==> src/design/input_status_regs.vh <==
// Register offsets, field positions and reset values of the status bank.
`ifndef INPUT_STATUS_REGS_VH
`define INPUT_STATUS_REGS_VH

// ----------------------------------------------------------------------
// Register offsets (7-bit register address)
// ----------------------------------------------------------------------
`define ADDR_INPUT_LEVELS    7'h48
`define ADDR_OVERLOAD_FLAGS  7'h54
`define ADDR_OPEN_LOAD_FLAGS 7'h55

// ----------------------------------------------------------------------
// Field positions of the input level register
// ----------------------------------------------------------------------
`define LVL_DEV_MODE_BIT     7
`define LVL_PULLUP_BIT       6
`define LVL_GPIO2_BIT        5
`define LVL_GPIO1_BIT        4
`define LVL_RSVD_BIT         3
`define LVL_WAKE_MSB         2
`define LVL_WAKE_LSB         0

// ----------------------------------------------------------------------
// Switch fault registers: flags in [3:0], reserved in [7:4]
// ----------------------------------------------------------------------
`define FLT_FLAG_MSB         3
`define FLT_FLAG_LSB         0
`define FLT_RSVD_MSB         7
`define FLT_RSVD_LSB         4

// ----------------------------------------------------------------------
// Reset values
// ----------------------------------------------------------------------
`define RST_FLAGS            4'h0
`define RST_WAKE_LEVELS      3'h0
`define RST_GPIO_LEVELS      2'h0
`define RST_RDATA            8'h00
`define RST_SYNC             1'h0
`define RST_RVALID           1'h0

`endif

==> src/design/level_sync.v <==
// Two-flop synchroniser for a group of asynchronous pin levels.
`include "input_status_regs.vh"

module level_sync
#(
  parameter WIDTH = 1
)
(
  // Clock and reset
  input  wire             ref_clk_in,
  input  wire             reset_in,
  // Asynchronous levels in, synchronised levels out
  input  wire [WIDTH-1:0] async_in,
  output reg  [WIDTH-1:0] sync_out
);

  reg [WIDTH-1:0] meta_r;

  always @(posedge ref_clk_in)
  begin
    if (reset_in)
    begin
      meta_r   <= {WIDTH{`RST_SYNC}};
      sync_out <= {WIDTH{`RST_SYNC}};
    end
    else
    begin
      meta_r   <= async_in;
      sync_out <= meta_r;
    end
  end

endmodule

==> src/design/input_level_and_switch_fault_status.v <==
// Input level register and latched high-side switch fault flags.
//
// What this block does
// - Level bit 7 reads 1 in development mode at the test pin, else 0.
// - Level bit 6 reads 1 with external pull-up on interrupt pin.
// - Bits 5:4 show general pins 2,1; bits 2:0 show wake inputs 3..1.
// - Level bit 3 and fault bits 7:4 always read zero.
// - General pin levels refresh in normal/stop when wake or switch use.
// - Cyclic sense: wake level bits hold last sample, rewritten each sample.
// - General pins never use cyclic sampling; only wake inputs do.
// - Selected as general I/O, pin level shows even in switch use.
// - Per switch, overcurrent/overtemperature latches flag bit 3..0.
// - Per switch, open load latches flag bit 3..0.
`include "input_status_regs.vh"

module input_level_and_switch_fault_status
(
  // Clock and reset
  input  wire       ref_clk_in,
  input  wire       reset_in,
  input  wire       restart_in,
  // Register read port from the serial interface decoder
  input  wire [6:0] reg_addr_in,
  input  wire       reg_rd_in,
  output reg  [7:0] reg_rdata_out,
  output reg        reg_rvalid_out,
  // Asynchronous pin levels
  input  wire [2:0] wake_pin_in,
  input  wire [1:0] general_pin_in,
  input  wire       fail_output_test_pin_in,
  input  wire       int_pullup_sense_in,
  // Mode and pin configuration from on-chip control logic
  input  wire       active_mode_in,
  input  wire       cyclic_sense_in,
  input  wire       sample_strobe_in,
  input  wire [1:0] general_io_select_in,
  input  wire [1:0] wake_or_switch_cfg_in,
  // Fault detector events, one bit per switch 4..1
  input  wire [3:0] overload_event_in,
  input  wire [3:0] open_load_event_in
);

  // --------------------------------------------------------------------
  // Pin synchronisers
  // --------------------------------------------------------------------
  // Every pin level whose capture is enabled reaches its register bit three edges
  wire [2:0] wake_sync;
  wire [1:0] general_sync;
  wire [1:0] strap_sync;

  level_sync #(.WIDTH(3)) u_wake_sync
  (
    .ref_clk_in (ref_clk_in),
    .reset_in   (reset_in),
    .async_in   (wake_pin_in),
    .sync_out   (wake_sync)
  );

  level_sync #(.WIDTH(2)) u_general_sync
  (
    .ref_clk_in (ref_clk_in),
    .reset_in   (reset_in),
    .async_in   (general_pin_in),
    .sync_out   (general_sync)
  );

  level_sync #(.WIDTH(2)) u_strap_sync
  (
    .ref_clk_in (ref_clk_in),
    .reset_in   (reset_in),
    .async_in   ({fail_output_test_pin_in, int_pullup_sense_in}),
    .sync_out   (strap_sync)
  );

  // --------------------------------------------------------------------
  // Level capture
  // --------------------------------------------------------------------
  reg  [2:0] wake_level_r;
  reg  [1:0] general_level_r;
  reg        development_mode_level_r;
  reg        int_pullup_config_sense_r;
  wire       wake_update;
  wire [1:0] general_update;

  // In cyclic sense the wake bits only move on a sampling event, so
  // software sees exactly the value the sampler judged.
  assign wake_update = cyclic_sense_in ? sample_strobe_in : 1'h1;

  // The sample strobe plays no part here: these pins are not sampled.
  assign general_update = {2{active_mode_in}} &
                          (general_io_select_in |
                           wake_or_switch_cfg_in);

  always @(posedge ref_clk_in)
  begin
    if (reset_in)
    begin
      wake_level_r              <= `RST_WAKE_LEVELS;
      general_level_r           <= `RST_GPIO_LEVELS;
      development_mode_level_r  <= `RST_SYNC;
      int_pullup_config_sense_r <= `RST_SYNC;
    end
    else
    begin
      development_mode_level_r  <= strap_sync[1];
      int_pullup_config_sense_r <= strap_sync[0];
      if (wake_update)
      begin
        wake_level_r <= wake_sync;
      end
      if (general_update[0])
      begin
        general_level_r[0] <= general_sync[0];
      end
      if (general_update[1])
      begin
        general_level_r[1] <= general_sync[1];
      end
    end
  end

  // --------------------------------------------------------------------
  // Latched switch fault flags
  // --------------------------------------------------------------------
  reg  [3:0] overload_flags_r;
  reg  [3:0] overload_flags_nxt;
  reg  [3:0] open_load_flags_r;
  reg  [3:0] open_load_flags_nxt;
  wire       rd_overload;
  wire       rd_open_load;

  // Apart from reset, a taken read of a fault address is the only thing that clears it.
  assign rd_overload  = reg_rd_in && (reg_addr_in == `ADDR_OVERLOAD_FLAGS);
  assign rd_open_load = reg_rd_in && (reg_addr_in == `ADDR_OPEN_LOAD_FLAGS);

  // The event term is OR-ed after the clear, so a fault arriving in the
  // read cycle survives and is reported by the next read.
  always @*
  begin
    overload_flags_nxt  = rd_overload ? `RST_FLAGS : overload_flags_r;
    overload_flags_nxt  = overload_flags_nxt | overload_event_in;
    open_load_flags_nxt = rd_open_load ? `RST_FLAGS : open_load_flags_r;
    open_load_flags_nxt = open_load_flags_nxt | open_load_event_in;
  end

  // A restart keeps the flags; reset, or a read taken in restart with its answer not valid, clears them unread.
  always @(posedge ref_clk_in)
  begin
    if (reset_in)
    begin
      overload_flags_r  <= `RST_FLAGS;
      open_load_flags_r <= `RST_FLAGS;
    end
    else
    begin
      overload_flags_r  <= overload_flags_nxt;
      open_load_flags_r <= open_load_flags_nxt;
    end
  end

  // --------------------------------------------------------------------
  // Read data
  // --------------------------------------------------------------------
  reg [7:0] rdata_nxt;

  always @*
  begin
    rdata_nxt = 8'h00;
    case (reg_addr_in)
      `ADDR_INPUT_LEVELS:
      begin
        rdata_nxt[`LVL_DEV_MODE_BIT] = development_mode_level_r;
        rdata_nxt[`LVL_PULLUP_BIT]   = int_pullup_config_sense_r;
        rdata_nxt[`LVL_GPIO2_BIT]    = general_level_r[1];
        rdata_nxt[`LVL_GPIO1_BIT]    = general_level_r[0];
        rdata_nxt[`LVL_RSVD_BIT]     = 1'h0;
        rdata_nxt[`LVL_WAKE_MSB:`LVL_WAKE_LSB] = wake_level_r;
      end
      `ADDR_OVERLOAD_FLAGS:
      begin
        rdata_nxt[`FLT_FLAG_MSB:`FLT_FLAG_LSB] = overload_flags_r;
        rdata_nxt[`FLT_RSVD_MSB:`FLT_RSVD_LSB] = 4'h0;
      end
      `ADDR_OPEN_LOAD_FLAGS:
      begin
        rdata_nxt[`FLT_FLAG_MSB:`FLT_FLAG_LSB] = open_load_flags_r;
        rdata_nxt[`FLT_RSVD_MSB:`FLT_RSVD_LSB] = 4'h0;
      end
      default:
      begin
        rdata_nxt = 8'h00;
      end
    endcase
  end

  // --------------------------------------------------------------------
  // Read answer
  // --------------------------------------------------------------------
  // Restart only holds the read answer valid low: no other state of this bank
  // changes on it, since every value here is either live or kept over restart.
  always @(posedge ref_clk_in)
  begin
    if (reset_in)
    begin
      reg_rdata_out  <= `RST_RDATA;
      reg_rvalid_out <= `RST_RVALID;
    end
    else
    begin
      reg_rvalid_out <= reg_rd_in & ~restart_in;
      if (reg_rd_in)
      begin
        reg_rdata_out <= rdata_nxt;
      end
    end
  end

endmodule

==> config.mk <==
export PLATFORM = sky130hd
export DESIGN_NAME = input_level_and_switch_fault_status
export DESIGN_NICKNAME = d
export VERILOG_FILES = /design/src/design/level_sync.v /design/src/design/input_level_and_switch_fault_status.v
export VERILOG_INCLUDE_DIRS = /design/src /design/src/design
export SDC_FILE = /design/constraint.sdc
export NUM_CORES = 1
export LEC_CHECK = 0
export ABC_AREA = 1
export BUFFER_PORTS_ARGS = -buffer_cell sky130_fd_sc_hd__buf_2
export CORE_MARGIN = 8
export CORE_UTILIZATION = 53
export CTS_CLUSTER_SIZE = 10
export DETAILED_ROUTE_END_ITERATION = 7
export PLACE_DENSITY = 0.81
export SLEW_MARGIN = 20
export SYNTH_ARGS = -nofsm -noshare
export SYNTH_HDL_FRONTEND = slang
export SYNTH_SLANG_ARGS = --single-unit
==> constraint.sdc <==
create_clock -name ref_clk_in -period 2.2 [get_ports ref_clk_in]
set_input_delay 0.22 -clock ref_clk_in [delete_from_list [all_inputs] [get_ports ref_clk_in]]
set_output_delay 0.22 -clock ref_clk_in [all_outputs]
set_load 0.005 [all_outputs]
==> impl_metrics.json <==
{
  "min_period_ns": 1.006,
  "postSynthNetCount": 206,
  "max_freq_mhz": 994.4,
  "layout_common_cells": "buf_2, dfxtp_1, nor2_1, inv_1, nand3_1",
  "drt_pass1_iterations": 4,
  "status": "finished clean",
  "grt_usage_pct": 12.34,
  "areaGrowthSynthToFinish_pct": 21.34,
  "hp-class": "input pin to flip-flop",
  "grt_pass1_vias": 1092,
  "cp.depth": 1,
  "final_cell_count_no_fill": 248,
  "finalSetupViolations": 0,
  "cts_tree": "yes",
  "ys_async_sr_fraction_pct": 0,
  "crit_arrival_ns": 0.79,
  "switching_share_pct": 21.50,
  "hold_depth": 2,
  "critPathRequiredTime_ns": 1.98,
  "worst_setup_path_end_kind": "output port",
  "core-area_um2": 2663,
  "grt_start_max_net_pins": 31,
  "post_cts_buffers": 0,
  "final_net_count": 250,
  "first_iter_violations": 63,
  "power.density_nw_per_um2": 754.5,
  "r2r-start": "open_load_flags_r[2]",
  "yosysWarnings": 0,
  "cp_top_family": "flip-flops",
  "cp_slowest_cell": "dfxtp_1",
  "ys_seq_area_share_pct": 52.96,
  "setup_tns_ns": 0,
  "leakage_nw": 0.8318,
  "synth-edff-count": 0,
  "critPathMaxFanout": 2,
  "hold_violations": 0,
  "syn_area_um2": 1436,
  "slowest_delay_ns": 0.35,
  "post_cts_resized": 0,
  "r2r_setup_slack_ns": 1.41,
  "place_hpwl_um": 2067,
  "drc": 0,
  "wl_per_cell_um": 10.75,
  "critPathKind": "flip-flop to output port",
  "synth_seq_cells": 38,
  "r2r-end": "reg_rdata_out[2]",
  "syn_inst": 173,
  "postRouteAntennaNets": 0,
  "dp.cells": 241,
  "grt_antenna_before_repair": 0,
  "die_w_um": 68.06,
  "critical_path_buf_inv_count": 1,
  "final_common_cell": "buf_2",
  "totalWireLength_um": 2665,
  "ys_types": 17,
  "comb_power_share_pct": 8.4,
  "grt_first_pass_wirelength_um": 4388,
  "startpoint": "reg_rdata_out[7]",
  "route.vias.total": 1144,
  "reg2reg_depth": 4,
  "setup_slack_ns": 1.194,
  "num_antenna_cells": 0,
  "pwr-share-seq_pct": 55.9,
  "die_h_um": 68.06,
  "slew_headroom_pct": 64.12,
  "initial_core_util_pct": 53.95,
  "slew_violations": 0,
  "switchingPower_mw": 0.2827,
  "post-place-ws_ns": 0.9085,
  "clock_latency_ns": 0.32,
  "p_clk_share_pct": 35.8,
  "cts_max_level": 2,
  "cts_made_buffers": 5,
  "io_buffers": 41,
  "drv_cap": 0,
  "crit_end": "reg_rdata_out[7]",
  "vias_per_cell": 4.613,
  "die-area_um2": 4632,
  "finalCritPeriodShare_pct": 45.71,
  "finish.utilization_pct": 65.46,
  "grt_overflow": 0,
  "synth_area_per_cell_um2": 8.303,
  "routabilityCongestion": 0.7914,
  "synthFlopType": "dfxtp_1",
  "finClkSkew_ns": 0.002588,
  "hold_buffers": 0,
  "cp-start-kind": "flip-flop",
  "hold_ws_ns": 0.04510,
  "row_count": 19,
  "rsz0062_at_grt": "false",
  "cp_cell_sequence": "buf_2",
  "clockBufferDepth": 2,
  "vdd_ir_drop_max_uv": 521.7,
  "max_slew.worst_pin.slew_ns": 0.5382,
  "clk_pin_slew_ns": 0.10,
  "drive_gt1_share_pct": 34.10,
  "boundaryPins": 42,
  "root_buffer": "clkbuf_4",
  "p_int_mw": 1.032,
  "cts_sinks": 38
}
==> per-layer routing <==
| metal | up-vias | GRT usage [%] | wire length, µm |
|---|---|---|---|
| met1 | 493 | 13.20 | 1126 |
| met5 | - | 0 | 0 |
| met4 | 0 | 5.371 | 31 |
| met2 | 24 | 21.34 | 1319 |
| li1 | 624 | - | - |
| met3 | 3 | 4.583 | 187 |
==> registers in the layout, indices dropped and copies added (netlist names), 3 cells and up <==
signal and cells:
wake_level_r 3, open_load_flags_r 4, reg_rdata_out 8, u_wake_sync.meta_r 3, u_wake_sync.sync_out 3, overload_flags_r 4
==> power groups by stage <==
stage | sequential, mW | clock (mW) | combinational [mW]
4_1_cts | 0.735 | 0.485 | 0.112
2_1_floorplan | 0.748 | 0 | 0.0655
3_5_place_dp | 0.751 | 0 | 0.111
5_1_grt | 0.738 | 0.505 | 0.126
3_3_place_gp | 0.749 | 0 | 0.107
6_report | 0.735 | 0.471 | 0.110
==> cell families after synthesis <==
group / after synthesis / share of synthesized area, %
DFF: 38 / 52.96
AOI/OAI and AO/OA: 29 / 11.93
buffers and inverters: 33 / 8.884
and+or+nand+nor: 73 / 26.22
==> through the flow <==
step,cell area (µm²),power (mW)
after floorplan,1436,0.8132
after global placement,1662,0.8569
after detailed placement,1662,0.8620
after CTS,1743,1.332
after global routing,1743,1.369
final,1743,1.315
==> synth_stat cells (2+ instances only) <==
library cell  instances  area share (%)
dfxtp_1              38              53
nor2_1               31             8.1
inv_1                26             6.8
nand3_1              14             4.9
a21oi_1              11             3.8
nand2_1              11             2.9
o21ai_0              11             3.8
nand2_2               8             3.5
a21oi_2               7             4.3
nor2_4                4             3.1
buf_2                 3             1.0
inv_2                 3            0.78
nand3_2               2             1.4
==> final cells by class <==
class | count | area, µm²
Fill cell | 253 | 919.6
Sequential cell | 38 | 760.7
Multi-Input combinational cell | 102 | 548.0
Timing Repair Buffer | 41 | 205.2
Inverter | 29 | 108.9
Clock buffer | 6 | 51.30
Tap cell | 31 | 38.79
Clock inverter | 1 | 30.03
==> worst min path at each step <==
stage | end | slack (ns) | from
4_1_cts | reg_rvalid_out | 0.03 | restart_in
5_1_grt | reg_rvalid_out | 0.03 | restart_in
3_5_place_dp | u_wake_sync.sync_out[1] | 0.39 | u_wake_sync.meta_r[1]
6_report | reg_rvalid_out | 0.05 | restart_in
2_1_floorplan | reg_rvalid_out | 0.30 | restart_in
3_3_place_gp | reg_rvalid_out | 0.39 | restart_in
==> worst reg2reg max path: stages, from the launching register on <==
cell and delay (ns):
dfxtp_1 0.35, nand3_1 0.10, nand3_1 0.10, nand2_1 0.06, a21oi_2 0.12
(Power assumes the default switching activity.)
